**config.mk**
```make
export PLATFORM = sky130hd
export DESIGN_NAME = cpl_priority_level
export DESIGN_NICKNAME = d
export VERILOG_FILES = /design/src/design/cpl_priority_level.v /design/src/design/cpl_rst_sync.v
export VERILOG_INCLUDE_DIRS = /design/src /design/src/design
export SDC_FILE = /design/constraint.sdc
export NUM_CORES = 1
export LEC_CHECK = 0
export BUFFER_PORTS_ARGS = -buffer_cell sky130_fd_sc_hd__buf_2
export CORE_MARGIN = 2
export CORE_UTILIZATION = 43
export CTS_CLUSTER_DIAMETER = 120
export CTS_CLUSTER_SIZE = 20
export DETAILED_ROUTE_END_ITERATION = 12
export PLACE_DENSITY = 0.81
export REMOVE_ABC_BUFFERS = 1
export SYNTH_ARGS = -nofsm -noshare
export SYNTH_HDL_FRONTEND = slang
export SYNTH_HIERARCHICAL = 1
export SYNTH_SLANG_ARGS = --single-unit
```
**constraint.sdc**
```tcl
create_clock -name clock_in -period 1.55 [get_ports clock_in]
set_clock_uncertainty 0.15 [all_clocks]
set_input_delay 0.0775 -clock clock_in [delete_from_list [all_inputs] [get_ports clock_in]]
set_output_delay 0.0775 -clock clock_in [all_outputs]
set_load 0.02 [all_outputs]
```
**src/design/cpl_consts.vh**
```
// Constants for the CPU priority level status block
//
// Functional notes
// RL1 - Status word bits 7..5 hold low priority field, levels 0..7 when high bit clear.
// RL2 - Low field all ones means level 7 or 15; user interrupts blocked.
// RL3 - Level is high bit (control word bit 3) above the three-bit field.
// RL4 - High bit set gives effective levels 8..15, field value plus eight.
// RL5 - While nesting disable is set, software writes to low field are ignored.
// RL6 - Status word bits 15..9 ignore writes and read as zero.
// RL7 - Hardware sets and clears the level itself; permitted software writes apply.
// RL8 - Software can never set the high level bit, only clear it.
// RL9 - Nesting disable bit 15 of control one: one disables nesting, zero allows.
// RL10 - Reset clears all level bits and nesting disable; level 0, nesting on.
`ifndef CPL_CONSTS_VH
`define CPL_CONSTS_VH

// ****************************************
// Register addresses
// ****************************************
`define CPL_ADDR_W          4
`define CPL_ADDR_STATUS     4'h0
`define CPL_ADDR_CONTROL    4'h1
`define CPL_ADDR_INTCTL1    4'h2

// ****************************************
// Field positions
// ****************************************
`define CPL_DATA_W          16
`define CPL_LVL_LO_MSB      7
`define CPL_LVL_LO_LSB      5
`define CPL_LVL_HI_BIT      3
`define CPL_PSV_BIT         2
`define CPL_NSTD_BIT        15
`define CPL_TRAP_MSB        4
`define CPL_TRAP_LSB        1

// ****************************************
// Reset values and codes
// ****************************************
`define CPL_LVL_LO_RST      3'h0
`define CPL_LVL_LO_MAX      3'h7
`define CPL_TRAP_RST        4'h0
`define CPL_RDATA_ZERO      16'h0000

`endif

```
**src/design/cpl_priority_level.v**
```verilog
// CPU priority level status registers with core update port
`timescale 1ns/1ps
`default_nettype none
`include "cpl_consts.vh"

module cpl_priority_level (
  input  wire                     clock_in,
  input  wire                     rst_n_in,
  // Software register port
  input  wire [`CPL_ADDR_W-1:0]   reg_addr_in,
  input  wire [`CPL_DATA_W-1:0]   reg_wdata_in,
  input  wire                     reg_write_in,
  input  wire                     reg_read_in,
  output wire [`CPL_DATA_W-1:0]   reg_rdata_out,
  // Core interrupt and trap sequencer
  input  wire                     hw_level_load_in,
  input  wire [3:0]               hw_level_in,
  input  wire                     arith_error_trap_set_in,
  input  wire                     addr_error_trap_set_in,
  input  wire                     stack_error_trap_set_in,
  input  wire                     osc_fail_trap_set_in,
  // Status towards the core
  output wire [3:0]               cpu_priority_level_out,
  output wire                     user_irq_blocked_out,
  output wire                     nesting_disable_out,
  output wire                     program_space_view_out,
  output wire [3:0]               trap_flags_out
);

  // ****************************************
  // Reset synchronisation
  // ****************************************
  wire rst_n_sync;

  // Core logic leaves reset two edges after release
  cpl_rst_sync u_rst_sync (
    .clock_in       (clock_in),
    .rst_n_in       (rst_n_in),
    .rst_n_sync_out (rst_n_sync)
  );

  // ****************************************
  // Helper functions
  // ****************************************

  // Form four-bit level from high bit and low field
  function [3:0] join_level;
    input       hi;
    input [2:0] lo;
    begin
      join_level = {hi, lo};
    end
  endfunction

  // Select one register by address
  function addr_hit;
    input [`CPL_ADDR_W-1:0] addr;
    input [`CPL_ADDR_W-1:0] target;
    begin
      addr_hit = (addr == target);
    end
  endfunction

  // ****************************************
  // State registers
  // ****************************************
  // Level, control and trap state
  reg [2:0]             priority_level_low_field_reg;
  reg [2:0]             priority_level_low_field_next;
  reg                   priority_level_high_bit_reg;
  reg                   priority_level_high_bit_next;
  reg                   nesting_disable_reg;
  reg                   nesting_disable_next;
  reg                   program_space_view_reg;
  reg                   program_space_view_next;
  reg [3:0]             trap_flags_reg;
  reg [3:0]             trap_flags_next;
  reg [`CPL_DATA_W-1:0] rdata_reg;
  reg [`CPL_DATA_W-1:0] rdata_next;

  // Decoded write strobes and trap requests
  wire wr_status;
  wire wr_control;
  wire wr_intctl1;
  wire [3:0] trap_hw_set;

  // Write decode
  assign wr_status  = reg_write_in & addr_hit(reg_addr_in, `CPL_ADDR_STATUS);
  assign wr_control = reg_write_in & addr_hit(reg_addr_in, `CPL_ADDR_CONTROL);
  assign wr_intctl1 = reg_write_in & addr_hit(reg_addr_in, `CPL_ADDR_INTCTL1);

  // Trap set requests in flag order 4..1
  assign trap_hw_set = {arith_error_trap_set_in, addr_error_trap_set_in,
                        stack_error_trap_set_in, osc_fail_trap_set_in};

  // ****************************************
  // Next state of the level bits
  // ****************************************

  // Core load beats any software write in the same cycle
  always @* begin
    priority_level_low_field_next = priority_level_low_field_reg;
    priority_level_high_bit_next  = priority_level_high_bit_reg;
    if (hw_level_load_in) begin
      priority_level_low_field_next = hw_level_in[2:0]; // RL7
      priority_level_high_bit_next  = hw_level_in[3];   // RL7
    end else begin
      // Low field locked while nesting is disabled
      if (wr_status && !nesting_disable_reg) begin // RL5
        priority_level_low_field_next =
          reg_wdata_in[`CPL_LVL_LO_MSB:`CPL_LVL_LO_LSB]; // RL1
      end
      // Software may clear the high bit, never set it
      if (wr_control && !reg_wdata_in[`CPL_LVL_HI_BIT]) begin
        priority_level_high_bit_next = 1'b0; // RL8
      end
    end
  end

  // ****************************************
  // Next state of control and trap bits
  // ****************************************

  // Hardware trap set wins over a software clear
  always @* begin
    nesting_disable_next    = nesting_disable_reg;
    program_space_view_next = program_space_view_reg;
    trap_flags_next         = trap_flags_reg;
    if (wr_intctl1) begin
      nesting_disable_next = reg_wdata_in[`CPL_NSTD_BIT]; // RL9
      trap_flags_next      = reg_wdata_in[`CPL_TRAP_MSB:`CPL_TRAP_LSB];
    end
    if (wr_control) begin
      program_space_view_next = reg_wdata_in[`CPL_PSV_BIT];
    end
    // A trap in the same cycle as a clear stays set
    trap_flags_next = trap_flags_next | trap_hw_set;
  end

  // ****************************************
  // Register images
  // ****************************************
  reg [`CPL_DATA_W-1:0] status_image;
  reg [`CPL_DATA_W-1:0] control_image;
  reg [`CPL_DATA_W-1:0] intctl1_image;

  // Unimplemented and foreign bits of each word read as zero
  always @* begin
    status_image  = `CPL_RDATA_ZERO;
    control_image = `CPL_RDATA_ZERO;
    intctl1_image = `CPL_RDATA_ZERO;
    status_image[`CPL_LVL_LO_MSB:`CPL_LVL_LO_LSB] = priority_level_low_field_reg; // RL6
    control_image[`CPL_LVL_HI_BIT]                = priority_level_high_bit_reg;  // RL3
    control_image[`CPL_PSV_BIT]                   = program_space_view_reg;
    intctl1_image[`CPL_NSTD_BIT]                  = nesting_disable_reg;          // RL9
    intctl1_image[`CPL_TRAP_MSB:`CPL_TRAP_LSB]    = trap_flags_reg;
  end

  // ****************************************
  // Read data path
  // ****************************************

  // Read answer, zero outside the read cycle
  always @* begin
    rdata_next = `CPL_RDATA_ZERO;
    if (reg_read_in) begin
      case (reg_addr_in)
        `CPL_ADDR_STATUS: begin
          rdata_next = status_image; // RL6
        end
        `CPL_ADDR_CONTROL: begin
          rdata_next = control_image;
        end
        `CPL_ADDR_INTCTL1: begin
          rdata_next = intctl1_image;
        end
        default: begin
          rdata_next = `CPL_RDATA_ZERO;
        end
      endcase
    end
  end

  // ****************************************
  // Register update
  // ****************************************

  // All level bits and nesting disable clear on reset
  always @(posedge clock_in or negedge rst_n_sync) begin
    if (!rst_n_sync) begin
      priority_level_low_field_reg <= `CPL_LVL_LO_RST; // RL10
      priority_level_high_bit_reg  <= 1'b0;            // RL10
      nesting_disable_reg          <= 1'b0;            // RL10
      program_space_view_reg       <= 1'b0;
      trap_flags_reg               <= `CPL_TRAP_RST;
      rdata_reg                    <= `CPL_RDATA_ZERO;
    end else begin
      priority_level_low_field_reg <= priority_level_low_field_next;
      priority_level_high_bit_reg  <= priority_level_high_bit_next;
      nesting_disable_reg          <= nesting_disable_next;
      program_space_view_reg       <= program_space_view_next;
      trap_flags_reg               <= trap_flags_next;
      rdata_reg                    <= rdata_next;
    end
  end

  // ****************************************
  // Outputs
  // ****************************************

  // Effective level: field plus eight when high bit set
  assign cpu_priority_level_out =
    join_level(priority_level_high_bit_reg, priority_level_low_field_reg); // RL3 RL4

  // Field all ones or high bit set blocks every user source
  assign user_irq_blocked_out =
    (priority_level_low_field_reg == `CPL_LVL_LO_MAX) | priority_level_high_bit_reg; // RL2


  // Plain register copies towards the core
  assign nesting_disable_out    = nesting_disable_reg; // RL9
  assign program_space_view_out = program_space_view_reg;
  assign trap_flags_out         = trap_flags_reg;
  assign reg_rdata_out          = rdata_reg;

endmodule

`default_nettype wire

```
**src/design/cpl_rst_sync.v**
```verilog
// Reset release synchroniser for the priority level block
`timescale 1ns/1ps
`default_nettype none

module cpl_rst_sync (
  input  wire clock_in,
  input  wire rst_n_in,
  output wire rst_n_sync_out
);

  reg stage1_reg;
  reg stage2_reg;

  // Assert at once, release after two edges
  always @(posedge clock_in or negedge rst_n_in) begin
    if (!rst_n_in) begin
      stage1_reg <= 1'b0;
      stage2_reg <= 1'b0;
    end else begin
      stage1_reg <= 1'b1;
      stage2_reg <= stage1_reg;
    end
  end

  assign rst_n_sync_out = stage2_reg;

endmodule

`default_nettype wire

```
# Word-level counts from Yosys, hierarchy flattened
# Cells that the tools add are included.
[word_totals] inputBits=33 elab_cells=30 output_inout_bits=27 reg_bits=28
[classes] n_bitwise=5 n_mux=7 reduce_logical=7 n_eq_ne=3
[ops] op="one-hot mux 16 bit (3 select lines)" count=1
[ops] op="2-to-1 mux 16 bit" count=1
[ops] op="2-to-1 mux 3 bit" count=2
[ops] op="equality test 4 x 1 -> 1 bit (second input constant)" count=1
[ops] op="equality test 4 x 2 -> 1 bit (second input constant)" count=1
[ops] op="logical NOT 4 bit" count=1
[ops] op="2-to-1 mux 4 bit" count=1
[ops] op="OR 4 bit" count=1
[ops] op="nonzero test 2 bit" count=2
[ops] op="AND 1 bit" count=3
[ops] op="equality test 3 bit (second input constant)" count=1
[ops] op="logical AND 1 bit" count=2
[ops] op="logical NOT 1 bit" count=2
[ops] op="2-to-1 mux 1 bit" count=2
[ops] op="OR 1 bit" count=1

# Depth between registers and ports, before layout
[depth] ltp_word=5 mapped_depth=3

# Hierarchy
# Netlist, hierarchy kept.
[by_module_without_submodules] module="cpl_priority_level" seq_area_each_um2=450.4 n_inst=1 cells_each=75 area_each_um2=852.1
[by_module_without_submodules] module="cpl_rst_sync" seq_area_each_um2=50.0 n_inst=1 cells_each=3 area_each_um2=53.8

# Least setup slack after synthesis
# No wires, ideal clock.
[synth_timing] kind="register to register" start="reg nesting_disable_reg, in the netlist nesting_disable_out" end="reg priority_level_low_field_reg[0]" setup_slack_ps=241 setup_time_ps=129 arrival_ps=1030 stages_incl_launch_ff=4 cell_sequence="dfrtp_1 -> or3_1 -> o21ai_0 -> a31oi_1"
[synth_between] elab_chain_cells=3
[synth_lines] element="start, declared" line="cpl_priority_level.v:72" text="reg nesting_disable_reg;"
[synth_lines] element="start signal, assigned" line="cpl_priority_level.v:200" text="nesting_disable_reg <= nesting_disable_next;"
[synth_lines] element="logical NOT 1 bit" line="cpl_priority_level.v:109" text="if (wr_status && !nesting_disable_reg) begin"
[synth_lines] element="logical AND 1 bit" line="cpl_priority_level.v:109"
[synth_lines] element="nonzero test 2 bit (no line)"
[synth_lines] element="end signal, assigned" line="cpl_priority_level.v:191" text="priority_level_low_field_reg <= `CPL_LVL_LO_RST;"
[synth_lines] element="end signal, assigned" line="cpl_priority_level.v:198" text="priority_level_low_field_reg <= priority_level_low_field_next;"
[synth_lines] element="end, declared" line="cpl_priority_level.v:68" text="reg [2:0] priority_level_low_field_reg;"
# No other way between the ends.
# A chain may end at the register's enable or synchronous reset.

# Worst setup path after layout
[layout_timing] start="in osc_fail_trap_set_in" end="reg trap_flags_reg[0], in the netlist trap_flags_out[0]"
[layout_between] elab_chain_cells=1
[layout_lines] element="start, declared" line="cpl_priority_level.v:21" text="input wire osc_fail_trap_set_in,"
[layout_lines] element="OR 4 bit" line="cpl_priority_level.v:137" text="trap_flags_next = trap_flags_next | trap_hw_set;"
[layout_lines] element="net trap_flags_next[0]" line="cpl_priority_level.v:77" text="reg [3:0] trap_flags_next;"
[layout_lines] element="end signal, assigned" line="cpl_priority_level.v:195" text="trap_flags_reg <= `CPL_TRAP_RST;"
[layout_lines] element="end signal, assigned" line="cpl_priority_level.v:202" text="trap_flags_reg <= trap_flags_next;"
[layout_lines] element="end, declared" line="cpl_priority_level.v:76" text="reg [3:0] trap_flags_reg;"
# The timed path passes the listed nets, and every way through them passes these cells.

==> flow_metrics.py <==
metrics = {
    "floorplanning": {
        "die-area_um2": 2490,
        "placementRows": 16,
        "core-area_um2": 1982,
        "floorplan.initialDensity_pct": 45.71,
        "dieHeight_um": 49.90,
        "design.portCount": 60,
        "die_width_um": 49.90,
    },
    "synthesis": {
        "synth_area_leader_cell": "sky130_fd_sc_hd__dfrtp_1",
        "ys_seq_elements": 20,
        "synth_top_family_by_area": "simple AND/OR/NAND/NOR gates",
        "yosysUniqueCellTypes": 27,
        "synth_ff_type": "sky130_fd_sc_hd__dfrtp_1",
        "synthTopCellsByCount": "sky130_fd_sc_hd__dfrtp_1 (20), sky130_fd_sc_hd__buf_4 (9), sky130_fd_sc_hd__and2_1 (6)",
        "synthXorXnorAreaFrac_pct": 0,
        "yosys_warnings": 6,
        "yosys.area_share.simple_pct": 19.06,
        "synth-edff-count": 0,
        "postSynthCellCount": 78,
        "synth_sequential_area_ratio_pct": 55.25,
        "synthesis.area_per_instance_um2": 11.61,
        "postSynth.asyncResetShare_pct": 100.0,
        "synth.cell_area_um2": 905.9,
        "complex_gate_fraction_of_the_synthesized_area_pct": 13.67,
        "post_synth_mux_area_share_pct": 2.901,
        "post_synth_fa_ha_maj_area_fraction_pct": 0,
        "synth_most_common_cell": "sky130_fd_sc_hd__dfrtp_1",
        "post_synth_main_area_contributors": "sky130_fd_sc_hd__dfrtp_1 (55%), sky130_fd_sc_hd__buf_4 (7.5%), sky130_fd_sc_hd__and2_1 (4.1%)",
        "yosysTopAreaCellShare_pct": 55.25,
    },
    "worst_setup_path": {
        "timing.critical_path.from": "osc_fail_trap_set_in",
        "type_of_destination_of_the_critical_path": "flip-flop",
        "crit_arrival_ns": 1.55,
        "path_class": "primary input to flip-flop",
        "startpoint_type": "primary input",
        "worst_r2r_startpoint": "trap_flags_out[0]",
        "worst-endpoint-required_ns": 1.58,
        "path_max_fanout": 1,
    },
    "finish": {
        "nNetsFinal": 184,
        "flip_flop_count_of_the_largest_register_all_copies_and_words_added": 8,
        "num_antenna_cells": 0,
        "drive_above_1_share_pct": 38.93,
        "areaGrowthSynthToFinish_pct": 54.01,
    },
    "clock_tree": {
        "cts_root_buffer": "sky130_fd_sc_hd__clkbuf_4",
        "ctsHtreeMaxLevel": 1,
        "cts.sinks": 20,
        "clk_pin_slew_worst_paths_ns": 0.10,
        "cts_buffer_depth": 2,
        "cts_tree": "done",
        "cts_buffers": 3,
        "clock_insertion_delay_worst_skew_ns": 0.28,
    },
    "timing": {
        "final-hold-violation-count": 0,
        "hold_ws_ns": 0.01292,
        "layout_min_cycle_time_ns": 1.528,
        "period_share_pct": 98.60,
        "report.final.slew_viol_count": 0,
        "final_setup_violation_count": 0,
        "fmax_mhz": 654.4,
    },
    "grt": {
        "grt_first_pass_wirelength_um": 3870,
        "number_of_global_route_vias_before_repair": 886,
        "grt_overflow": 0,
        "grt_max_degree": 19,
        "antenna_found_initial": 0,
        "track_usage_pct": 20.04,
    },
    "placed_design": {
        "dpl_hpwl_um": 1523,
        "io_buffer_count": 43,
        "gp_congestion": 0.7532,
    },
    "pwr": {
        "power.density_nw_per_um2": 759.1,
        "vdd_ir_drop_max_mv": 0.4123,
        "finalPower_mw": 1.059,
        "p_leak_nw": 0.6953,
    },
    "route": {
        "via_count_of_the_routed_design": 851,
        "routed_wl_um": 2284,
        "dr.first_iter.drc_count": 16,
        "drc_errors": 0,
        "final_antenna_net_count": 0,
        "vias_per_cell": 4.835,
        "wl_per_cell_um": 12.98,
        "drt_pass1_iterations": 4,
    },
    "status": {
        "outcome": "complete, no violations",
    },
    "hold_path": {
        "hold_start": "reg_addr_in[0]",
        "tightest_hold_check_type": "primary input to flip-flop",
    },
    "run": {
        "maxcap_violations": 0,
    },
}
placed cells by master (no fill, tap or decap), drive strengths merged, types with 4 or more instances in the layout:
cell,n
and2,6
a211o,4
conb,9
o21ai,4
dfrtp,20
buf,48
and3,4
dlygate4sd3,22
through the flow:
stage	std cells	utilization [%]	instance area, µm²	setup slack, ns	setup TNS (ns)
after detailed placement	148	56.94	1129	0.2457	0
final	176	70.39	1395	0.02178	0
after global routing	176	70.39	1395	-0.0002909	-0.0002909
after floorplan	76	-	864.6	0.2412	0
after CTS	173	69.19	1371	0.04262	0
after global placement	148	56.94	1129	0.2790	0
power by group:
part	internal, mW	switching (mW)	total (mW)
logic	0.119	0.133	0.252
clock network	0.0901	0.140	0.230
registers	0.551	0.0260	0.577
final timing paths:
kind | end | cells past startpoint | slack, ns
worst max-delay path | trap_flags_out[0] | 4 | 0.02
worst min-delay path | reg_rdata_out[6] | 3 | 0.01
worst max register to register | trap_flags_out[0] | 2 | 0.04
worst min register to register | trap_flags_out[1] | 1 | 0.06
max in group asynchronous | u_rst_sync/rst_n_sync_out | 3 | 0.65
min in group asynchronous | trap_flags_out[1] | 1 | 0.06
cell type report:
type                            count  area [µm²]
Inverter                            2       7.507
Sequential cell                    20       500.5
Tap cell                           27       33.78
Timing Repair Buffer               70       473.0
Clock buffer                        3       22.52
Fill cell                         136       586.8
Multi-Input combinational cell     54       357.8
timing repair:
item / CTS / global route
endpoints found under the hold margin: 12 / 0
setup buffers: 0 / 3
endpoints found under the setup margin: 0 / 4
gates resized for setup: 0 / 1
hold buffers: 22 / 0
critical path, stage by stage:
cell                            delay, ns
sky130_fd_sc_hd__dlygate4sd3_1       0.54
sky130_fd_sc_hd__buf_2               0.13
sky130_fd_sc_hd__a211o_1             0.24
sky130_fd_sc_hd__dlygate4sd3_1       0.57
per-layer routing:
| metal | GRT usage [%] | vias up | routed length, µm |
|---|---|---|---|
| met3 | 1.818 | 8 | 149 |
| met2 | 32.89 | 48 | 1149 |
| met5 | 0 | - | 0 |
| met4 | 11.57 | 0 | 72 |
| li1 | - | 402 | - |
| met1 | 25.63 | 393 | 913 |
cells by family (layout without fill, tap and decap cells):
kind of cell | after synthesis | count (layout)
simple gates | 26 | 26
flops | 20 | 20
compound gates | 17 | 17
buf+inv | 11 | 75
other cells | 2 | 9
mux | 2 | 2
No activity file was read; power rests on OpenSTA's default activity.
